==> config.mk <==
export PLATFORM = sky130hd
export DESIGN_NAME = dcfifo_top
export DESIGN_NICKNAME = d
export VERILOG_FILES = /design/src/dcfifo_pkg.sv /design/src/dcfifo_top.sv
export SDC_FILE = /design/constraint.sdc
export NUM_CORES = 2
export LEC_CHECK = 0
export ABC_CLOCK_PERIOD_IN_PS = 4700
export BUFFER_PORTS_ARGS = -buffer_cell sky130_fd_sc_hd__buf_2
export CORE_ASPECT_RATIO = 1.2
export CORE_MARGIN = 4
export CORE_UTILIZATION = 30
export CTS_CLUSTER_DIAMETER = 120
export DETAILED_ROUTE_END_ITERATION = 10
export GPL_ROUTABILITY_DRIVEN = 1
export PLACE_DENSITY = 0.43
export SETUP_SLACK_MARGIN = 0.05
export SYNTH_ARGS = -nofsm -noshare
export SYNTH_HDL_FRONTEND = slang
export SYNTH_MEMORY_MAX_BITS = 65536
export SYNTH_SLANG_ARGS = --single-unit
==> constraint.sdc <==
create_clock -name clk -period 4.7 [get_ports clk]
set_input_delay 0 -clock clk [delete_from_list [all_inputs] [get_ports clk]]
set_output_delay 0 -clock clk [all_outputs]
set_load 0.02 [all_outputs]
==> src/dcfifo_pkg.sv <==
/*
 * constants for the flagged fifo: widths, depth, threshold defaults, reset values.
 * assumes nothing of its surroundings; every user writes dcfifo_pkg::name.
 */
package dcfifo_pkg;
	// -----------------------------------------------------------------
	// widths and depth
	// -----------------------------------------------------------------
	localparam int unsigned DATA_W  = 18;
	localparam int unsigned THR_W   = 12;
	localparam int unsigned DEPTH   = 256;
	localparam int unsigned PTR_W   = 8;
	localparam int unsigned CNT_W   = 9;
	localparam int unsigned CMP_W   = 13;
	// -----------------------------------------------------------------
	// reset and default values
	// -----------------------------------------------------------------
	localparam logic [THR_W-1:0]  THR_EMPTY_DEF = 12'h01f;
	localparam logic [THR_W-1:0]  THR_FULL_DEF  = 12'h01f;
	localparam logic [DATA_W-1:0] DOUT_RST      = 18'h0_0000;
	localparam logic [CNT_W-1:0]  CNT_RST       = 9'h000;
	localparam logic [CMP_W-1:0]  DEPTH_CMP     = 13'h0100;
	localparam logic [CNT_W-1:0]  DEPTH_CNT     = 9'h100;
	localparam logic [CNT_W-1:0]  HALF_CNT      = 9'h080;
	localparam logic [PTR_W-1:0]  LAST_LOC      = 8'hff;
	localparam logic [PTR_W-1:0]  FIRST_LOC     = 8'h00;
	// threshold selection: 0 selects empty threshold, 1 the full one
	localparam logic              SEL_EMPTY     = 1'b0;
endpackage

==> src/dcfifo_top.sv <==
/*
 * storage fifo and the flagged fifo top with threshold registers.
 * assumes write and read sides share clk; all inputs are synchronous to clk,
 * the data pins are resolved outside from read_data_out and read_data_oe.
 */
//
// Behaviour
// - reset returns write and read pointers to first location
// - reset sets full, half, almost-full high; empty, almost-empty low
// - reset zeroes output register and loads default thresholds
// - write enable low, load high, not full stores word sequentially
// - full flag low when full, writes ignored, released after read
// - full flag falls after exactly depth writes without reads
// - read enable low, load high, not empty loads output register
// - read enable high holds output register unchanged
// - empty flag low after last read, reads ignored, released after write
// - output enable low drives data pins, high releases them
// - load and write enable low write thresholds empty, full, cyclically
// - threshold write selection persists across load strobe release
// - load low with write enable high does nothing on write side
// - load and read enable low read thresholds with separate pointer
// - almost-full falls after depth minus m writes without reads
// - default full threshold gives almost-full 31 words from full
// - almost-full asserted by writes, released by reads
// - almost-empty low while occupancy is n or fewer
// - almost-empty asserted by reads, released by writes
// - half-full low above half occupancy, high at half or less
`timescale 1ns/1ns
`default_nettype none

module dcfifo_store #(
	parameter int unsigned WIDTH = 18,
	parameter int unsigned DEPTH = 16,
	parameter int unsigned AW    = 4
) (
	input  wire logic             clk,
	input  wire logic             reset,
	input  wire logic             in_valid,
	output logic                  in_ready,
	input  wire logic [WIDTH-1:0] in_data,
	output logic                  out_valid,
	input  wire logic             out_ready,
	output logic      [WIDTH-1:0] out_data,
	output logic      [AW:0]      level,
	output logic      [AW-1:0]    wr_loc,
	output logic      [AW-1:0]    rd_loc
);
	logic [WIDTH-1:0] mem [DEPTH];
	logic [AW-1:0]    wr_ptr_ff, nxt_wr_ptr;
	logic [AW-1:0]    rd_ptr_ff, nxt_rd_ptr;
	logic [AW:0]      cnt_ff, nxt_cnt;
	logic             push, pop;

	// honest full and empty straight from the occupancy count
	assign in_ready  = (cnt_ff != (AW+1)'(DEPTH));
	assign out_valid = (cnt_ff != '0);
	assign push      = in_valid && in_ready;
	assign pop       = out_valid && out_ready;
	assign out_data  = mem[rd_ptr_ff];
	assign level     = cnt_ff;
	assign wr_loc    = wr_ptr_ff;
	assign rd_loc    = rd_ptr_ff;

	// pointers wrap naturally because depth is a power of two
	always_comb begin
		nxt_wr_ptr = wr_ptr_ff + AW'(push);
		nxt_rd_ptr = rd_ptr_ff + AW'(pop);
		nxt_cnt    = cnt_ff + (AW+1)'(push) - (AW+1)'(pop);
	end

	always_ff @(posedge clk) begin
		if (reset) begin
			wr_ptr_ff <= '0;
			rd_ptr_ff <= '0;
			cnt_ff    <= '0;
		end else begin
			wr_ptr_ff <= nxt_wr_ptr;
			rd_ptr_ff <= nxt_rd_ptr;
			cnt_ff    <= nxt_cnt;
		end
	end

	// array has no reset, so it maps onto block memory
	always_ff @(posedge clk) begin
		if (push) begin
			mem[wr_ptr_ff] <= in_data;
		end
	end
endmodule

module dcfifo_top (
	input  wire logic        clk,
	input  wire logic        reset,
	input  wire logic        write_enable_n,
	input  wire logic        read_enable_n,
	input  wire logic        threshold_load_n,
	input  wire logic        output_enable_n,
	input  wire logic        first_device_select_n,
	input  wire logic        write_chain_in_n,
	input  wire logic        read_chain_in_n,
	input  wire logic [17:0] write_data_in,
	output logic      [17:0] read_data_out,
	output logic             read_data_oe,
	output logic             full_flag_n,
	output logic             empty_flag_n,
	output logic             almost_full_flag_n,
	output logic             almost_empty_flag_n,
	output logic             half_full_flag_n,
	output logic             write_chain_out_n,
	output logic             read_chain_out_n
);
	// -----------------------------------------------------------------
	// storage
	// -----------------------------------------------------------------
	logic                                 wr_req, rd_req, st_ready, st_valid;
	logic [dcfifo_pkg::DATA_W-1:0]        st_data;
	logic [dcfifo_pkg::CNT_W-1:0]         level;
	logic [dcfifo_pkg::PTR_W-1:0]         wr_loc, rd_loc;

	// full and empty gate the requests through ready and valid
	assign wr_req = !write_enable_n && threshold_load_n;
	assign rd_req = !read_enable_n && threshold_load_n;

	dcfifo_store #(
		.WIDTH (dcfifo_pkg::DATA_W),
		.DEPTH (dcfifo_pkg::DEPTH),
		.AW    (dcfifo_pkg::PTR_W)
	) u_store (
		.clk       (clk),
		.reset     (reset),
		.in_valid  (wr_req),
		.in_ready  (st_ready),
		.in_data   (write_data_in),
		.out_valid (st_valid),
		.out_ready (rd_req),
		.out_data  (st_data),
		.level     (level),
		.wr_loc    (wr_loc),
		.rd_loc    (rd_loc)
	);

	logic push, pop;
	assign push = wr_req && st_ready;
	assign pop  = rd_req && st_valid;

	// -----------------------------------------------------------------
	// threshold registers and selections
	// -----------------------------------------------------------------
	logic [dcfifo_pkg::THR_W-1:0] thr_empty_ff, nxt_thr_empty;
	logic [dcfifo_pkg::THR_W-1:0] thr_full_ff, nxt_thr_full;
	logic                         wsel_ff, nxt_wsel, rsel_ff, nxt_rsel;
	logic                         thr_wr, thr_rd;

	// write enable high under load freezes the write side entirely
	assign thr_wr = !threshold_load_n && !write_enable_n;
	assign thr_rd = !threshold_load_n && !read_enable_n;

	always_comb begin
		nxt_thr_empty = thr_empty_ff;
		nxt_thr_full  = thr_full_ff;
		nxt_wsel      = wsel_ff;
		nxt_rsel      = rsel_ff;
		if (thr_wr) begin
			if (wsel_ff == dcfifo_pkg::SEL_EMPTY) begin
				nxt_thr_empty = write_data_in[dcfifo_pkg::THR_W-1:0];
			end else begin
				nxt_thr_full = write_data_in[dcfifo_pkg::THR_W-1:0];
			end
			nxt_wsel = !wsel_ff; // selection kept when load rises
		end
		if (thr_rd) begin
			nxt_rsel = !rsel_ff; // own pointer, independent of writes
		end
	end

	always_ff @(posedge clk) begin
		if (reset) begin
			thr_empty_ff <= dcfifo_pkg::THR_EMPTY_DEF;
			thr_full_ff  <= dcfifo_pkg::THR_FULL_DEF;
			wsel_ff      <= dcfifo_pkg::SEL_EMPTY;
			rsel_ff      <= dcfifo_pkg::SEL_EMPTY;
		end else begin
			thr_empty_ff <= nxt_thr_empty;
			thr_full_ff  <= nxt_thr_full;
			wsel_ff      <= nxt_wsel;
			rsel_ff      <= nxt_rsel;
		end
	end

	// -----------------------------------------------------------------
	// output register and output enable
	// -----------------------------------------------------------------
	logic [dcfifo_pkg::DATA_W-1:0] dout_ff, nxt_dout;
	logic                          oe_ff, nxt_oe;

	always_comb begin
		nxt_dout = dout_ff; // read enable high holds the word
		if (pop) begin
			nxt_dout = st_data;
		end else if (thr_rd) begin
			nxt_dout = {6'h00, (rsel_ff == dcfifo_pkg::SEL_EMPTY) ? thr_empty_ff : thr_full_ff};
		end
		nxt_oe = !output_enable_n;
	end

	always_ff @(posedge clk) begin
		if (reset) begin
			dout_ff <= dcfifo_pkg::DOUT_RST;
			oe_ff   <= 1'b0;
		end else begin
			dout_ff <= nxt_dout;
			oe_ff   <= nxt_oe;
		end
	end

	assign read_data_out = dout_ff;
	assign read_data_oe  = oe_ff;

	// -----------------------------------------------------------------
	// status flags, all active low, built from the next occupancy and the
	// next thresholds so a threshold write cannot leave a flag one cycle stale
	// -----------------------------------------------------------------
	function automatic logic [dcfifo_pkg::CMP_W-1:0] widen(input logic [dcfifo_pkg::CNT_W-1:0] c);
		widen = {4'h0, c};
	endfunction

	logic [dcfifo_pkg::CNT_W-1:0] nxt_level;
	logic ff_ff, ef_ff, paf_ff, pae_ff, hf_ff, wxo_ff, rxo_ff;
	logic nxt_ff, nxt_ef, nxt_paf, nxt_pae, nxt_hf, nxt_wxo, nxt_rxo;
	logic single_mode;

	// a threshold above the depth keeps almost-full asserted at every occupancy
	assign single_mode = !write_chain_in_n && !read_chain_in_n;

	always_comb begin
		nxt_level = level + {8'h00, push} - {8'h00, pop};
		nxt_ff    = (nxt_level != dcfifo_pkg::DEPTH_CNT);
		nxt_ef    = (nxt_level != dcfifo_pkg::CNT_RST);
		nxt_paf   = (widen(nxt_level) + 13'(nxt_thr_full) < dcfifo_pkg::DEPTH_CMP);
		nxt_pae   = (widen(nxt_level) > 13'(nxt_thr_empty));
		nxt_hf    = (nxt_level <= dcfifo_pkg::HALF_CNT);
		// chained mode: one-cycle low pulse on touching the last location
		nxt_wxo   = single_mode ? nxt_hf : !(push && wr_loc == dcfifo_pkg::LAST_LOC);
		nxt_rxo   = single_mode ? 1'b1 : !(pop && rd_loc == dcfifo_pkg::LAST_LOC);
	end

	always_ff @(posedge clk) begin
		if (reset) begin
			ff_ff  <= 1'b1;
			paf_ff <= 1'b1;
			hf_ff  <= 1'b1;
			ef_ff  <= 1'b0;
			pae_ff <= 1'b0;
			wxo_ff <= 1'b1;
			rxo_ff <= 1'b1;
		end else begin
			ff_ff  <= nxt_ff;
			paf_ff <= nxt_paf;
			hf_ff  <= nxt_hf;
			ef_ff  <= nxt_ef;
			pae_ff <= nxt_pae;
			wxo_ff <= nxt_wxo;
			rxo_ff <= nxt_rxo;
		end
	end

	assign full_flag_n         = ff_ff;
	assign empty_flag_n        = ef_ff;
	assign almost_full_flag_n  = paf_ff;
	assign almost_empty_flag_n = pae_ff;
	assign half_full_flag_n    = hf_ff;
	assign write_chain_out_n   = wxo_ff;
	assign read_chain_out_n    = rxo_ff;

	// -----------------------------------------------------------------
	// assertions
	// -----------------------------------------------------------------
	logic unused_fl;
	assign unused_fl = first_device_select_n;

	AST_RST_FLAGS: assert property (@(posedge clk) reset |=> full_flag_n && almost_full_flag_n && !empty_flag_n && !almost_empty_flag_n && half_full_flag_n)
		else $error("flags wrong after reset");
	AST_RST_DOUT: assert property (@(posedge clk) reset |=> read_data_out == 18'h0_0000)
		else $error("output register not cleared by reset");
	AST_HOLD: assert property (@(posedge clk) disable iff (reset) read_enable_n |=> $stable(read_data_out))
		else $error("output register changed without read");
	AST_NO_WR_FULL: assert property (@(posedge clk) disable iff (reset) !full_flag_n && read_enable_n |=> !full_flag_n)
		else $error("full flag released without read");
	AST_EMPTY_READ: assert property (@(posedge clk) disable iff (reset) !empty_flag_n && write_enable_n && threshold_load_n |=> !empty_flag_n && $stable(read_data_out))
		else $error("read taken while empty");
	AST_FULL_LEVEL: assert property (@(posedge clk) disable iff (reset) !full_flag_n == (level == 9'h100))
		else $error("full flag disagrees with depth");
	AST_PAF: assert property (@(posedge clk) disable iff (reset) almost_full_flag_n == (widen(level) + 13'(thr_full_ff) < 13'h0100))
		else $error("almost-full flag wrong");
	AST_PAE: assert property (@(posedge clk) disable iff (reset) !almost_empty_flag_n == (widen(level) <= 13'(thr_empty_ff)))
		else $error("almost-empty flag wrong");
	AST_HF: assert property (@(posedge clk) disable iff (reset) half_full_flag_n == (level <= 9'h080))
		else $error("half-full flag wrong");
	AST_THR_WSEL: assert property (@(posedge clk) disable iff (reset) !threshold_load_n && write_enable_n |=> $stable(wsel_ff) && $stable(thr_full_ff))
		else $error("threshold write side moved while disabled");
	AST_OE: assert property (@(posedge clk) disable iff (reset) read_data_oe == (!$past(output_enable_n) && !$past(reset)))
		else $error("output enable not followed");

	COV_FILL: cover property (@(posedge clk) disable iff (reset) !full_flag_n);
	COV_DRAIN: cover property (@(posedge clk) disable iff (reset) !empty_flag_n ##1 empty_flag_n ##[1:20] !empty_flag_n);
	COV_THR_RD: cover property (@(posedge clk) disable iff (reset) thr_rd ##1 thr_rd);
	COV_PAF: cover property (@(posedge clk) disable iff (reset) !almost_full_flag_n && full_flag_n);
endmodule

`default_nettype wire

==> results.py <==
metrics = {
    "clocking": {
        "cts_tree": "yes",
        "numCtsBuffers": 458,
        "clk_path_buf_depth": 4,
        "root_buffer": "clkbuf_16",
        "clk_latency_ns": 1.03,
        "htree_levels": 5,
        "cts.reportedPaths.clkPinSlew_ns": 0.06,
        "numClockSinks": 4685,
    },
    "detailed_routing": {
        "wl_per_cell_um": 32.35,
        "drt_pass1_iterations": 5,
        "drt-initial-drc-count": 8956,
        "vias": 83770,
        "vias_per_cell": 5.023,
        "final_antenna_net_count": 0,
        "drt_wl_total_um": 539600,
        "drc": 0,
    },
    "worst_hold_path": {
        "worstHoldStart": "write_data_in[13]",
        "min_path_type": "input port to flip-flop",
    },
    "placed_design": {
        "post-place-cells": 15770,
        "dp_hpwl_um": 318400,
        "place_congestion": 0.8044,
        "numPortBuffers": 51,
    },
    "logic_synthesis": {
        "synth.net_count": 7474,
        "synth_cell_type_count": 62,
        "netlist.top_cell.by_area": "edfxtp_1",
        "yosysMostFrequentCell": "edfxtp_1",
        "synth_top_area_share_pct": 77.04,
        "synth_edf_count": 4608,
        "yosys_warnings": 0,
        "synth_area_leaders": "edfxtp_1 77%, mux4_2 18%, dfxtp_1 0.86%",
        "synth_area_um2": 179600,
        "synth_cells": 7420,
        "synth_common_cells": "4608 x edfxtp_1, 1441 x mux4_2, 323 x nor2_1, 204 x clkbuf_1, 120 x buf_2",
        "synthArstFlopShare_pct": 0,
        "synth_seq_cells": 4685,
        "synth_area_per_cell_um2": 24.21,
        "synthFlopType": "edfxtp_1",
        "ys_seq_area_share_pct": 77.89,
    },
    "sta": {
        "setup_viol": 0,
        "rsz0062_at_grt": "no",
        "hold_viol": 0,
        "slew_viol_final": 45,
        "clock_skew_ns": 0.04611,
        "period_share_pct": 96.67,
        "relSlewSlack_pct": -6.086,
        "finalWorstPathRequiredPeriod_ns": 4.543,
        "hold_slack_ns": 0.07377,
        "fmax_mhz": 220.1,
        "worst_pin_slew_ns": 1.591,
    },
    "pwr": {
        "vdd_drop_max_v": 0.0003298,
        "internal_power_w": 0.07121,
        "share_seq_of_total_power_pct": 49.9,
        "p_leak_nw": 63.22,
        "pwr-share-clk_pct": 40.0,
        "power.switching_w": 0.02116,
        "power.total_w": 0.09236,
        "swShare_pct": 22.90,
        "p_comb_share_pct": 10.1,
        "powerDensity_nw_per_um2": 437.2,
    },
    "floorplanning": {
        "rows": 311,
        "die_area_um2": 611200,
        "start_util_pct": 30.07,
        "dieHeight_um": 855.6,
        "ioPinCount": 53,
        "die_x_um": 714.4,
        "core_area_um2": 597300,
    },
    "worst_setup_path": {
        "crit_path_end_kind": "flip-flop",
        "slowest_delay_ns": 0.62,
        "r2r-start": "u_store.rd_loc[0]",
        "crit_family": "buffers and inverters",
        "crit_type": "flip-flop to flip-flop",
        "path_cells": "buf_12 > buf_12 > buf_12 > mux4_2 > mux4_2 > a22o_1 > a221oi_2 > buf_4 > o22ai_1 > nor3_1 > buf_4 > a2111oi_0",
        "slowest_stage": "dfxtp_4",
        "cp_common_cell": "buf_12",
        "required_ns": 5.54,
        "start_kind": "flip-flop",
        "crit_fanout": 18,
        "critPathBufInv": 5,
        "critPathLaunch": "u_store.rd_loc[0]",
        "crit_arrival_ns": 5.38,
    },
    "final_layout": {
        "drive_above_1_share_pct": 37.17,
        "fin_cells": 16680,
        "fin_nets": 8357,
        "areaGrowthSynthToFinish_pct": 17.62,
        "n_fill_cell": 54650,
    },
    "global_route": {
        "antenna_found_initial": 36,
        "grt_max_degree": 209,
        "grt_pass1_wl_um": 743200,
        "grtUsageTotal_pct": 17.33,
        "grt_overflow": 0,
        "grt_pass1_vias": 87750,
    },
    "job": {
        "maxCapViolCount": 0,
    },
    "run_status": {
        "violations": "slew limit",
        "run_status": "finished, violations left",
    },
}
cell usage in the layout (no fill, tap or decap), types with 32 or more instances in the layout:
master,netlist,layout
nand2_1,51,35
a22oi_1,50,50
edfxtp_1,4608,4608
nor2_1,323,72
a22o_1,42,42
mux4_2,1441,1441
dfxtp_1,77,66
buf_4,36,631
nor2_2,0,246
buf_2,120,33
mux2i_1,32,32
bufinv_16,0,50
dlygate4sd3_1,0,48
clkbuf_16,0,463
a21oi_1,38,37
buf_12,0,107
a221oi_1,42,40
clkinv_2,0,89
clkbuf_1,204,70
clkinv_1,1,113
area by class of cell:
class                      count  area [um2]  share of cell area (%)
sequential                  4685      139900                   66.24
multi-input combinational   2295       38470                   18.21
clock buffer                 540       11950                   5.654
tap                         7981        9986                   4.727
timing repair buffer         839        7834                   3.708
clock inverter               305        2977                   1.409
inverter                      24       90.09                 0.04264
antenna                        9       22.52                 0.01066
worst paths after layout:
kind,end,cells past startpoint,slack (ns)
setup / recovery,read_data_out[1],12,0.16
hold / removal,u_store.mem[12][13],2,0.07
setup reg to reg,read_data_out[1],12,0.16
hold reg to reg,thr_empty_ff[1],2,0.53
power groups by stage:
stage | Combinational [W] | Sequential [W] | Clock [W]
finish | 0.00929 | 0.0461 | 0.0370
global route | 0.00995 | 0.0461 | 0.0397
CTS | 0.00936 | 0.0461 | 0.0380
detailed placement | 0.00912 | 0.0470 | 0
global placement | 0.00902 | 0.0470 | 0
floorplan | 0.00534 | 0.0469 | 0
timing repair:
action | CTS | global route
resized for setup | 11 | 31
endpoints found under the hold margin | 3137 | 0
endpoints found under the setup margin | 3 | 3
buffers inserted | 5 | 4
pin swaps | 8 | 11
hold buffers | 50 | 0
cloned | 0 | 0
per-stage QoR:
stage | utilization (%) | cell area [um2] | setup slack (ns) | setup TNS [ns]
after global routing | 35.37 | 211200 | 0.02529 | 0
after detailed placement | 32.74 | 195600 | -0.2768 | -0.2933
after global placement | 32.74 | 195600 | -0.4295 | -0.7432
after CTS | 35.35 | 211100 | 0.01890 | 0
after floorplan | - | 179600 | 0.07834 | 0
final | 35.37 | 211300 | 0.1567 | 0
metal layers:
layer  vias to the layer above  GRT usage [%]  part of all wire, %
li1                      33900              -                    -
met1                     46840          23.27                   42
met2                      2398          29.93                   51
met3                       621          2.012                  4.5
met4                        10          4.363                  2.7
met5                         -              0                0.013
logic make-up after synthesis:
family / count (synthesis) / share of synthesized area (%)
compound gates: 261 / 1.075
xor+xnor: 25 / 0.1296
fa+ha+maj: 29 / 0.2034
buf+inv: 440 / 1.166
flops: 4685 / 77.89
mux: 1485 / 18.32
simple gates: 495 / 1.211
state kept, by name, summed over array words and instances (netlist names):
signal and flops:
thr_empty_ff 12, almost_empty_flag_n 1, empty_flag_n 1, wsel_ff 1
u_store.rd_loc 8, u_store.level 9, read_data_oe 1, read_chain_out_n 1
u_store.mem 4608, u_store.wr_loc 8, almost_full_flag_n 1, rsel_ff 1
full_flag_n 1, read_data_out 18, half_full_flag_n 1, thr_full_ff 12
write_chain_out_n 1
(Power assumes the default switching activity.)
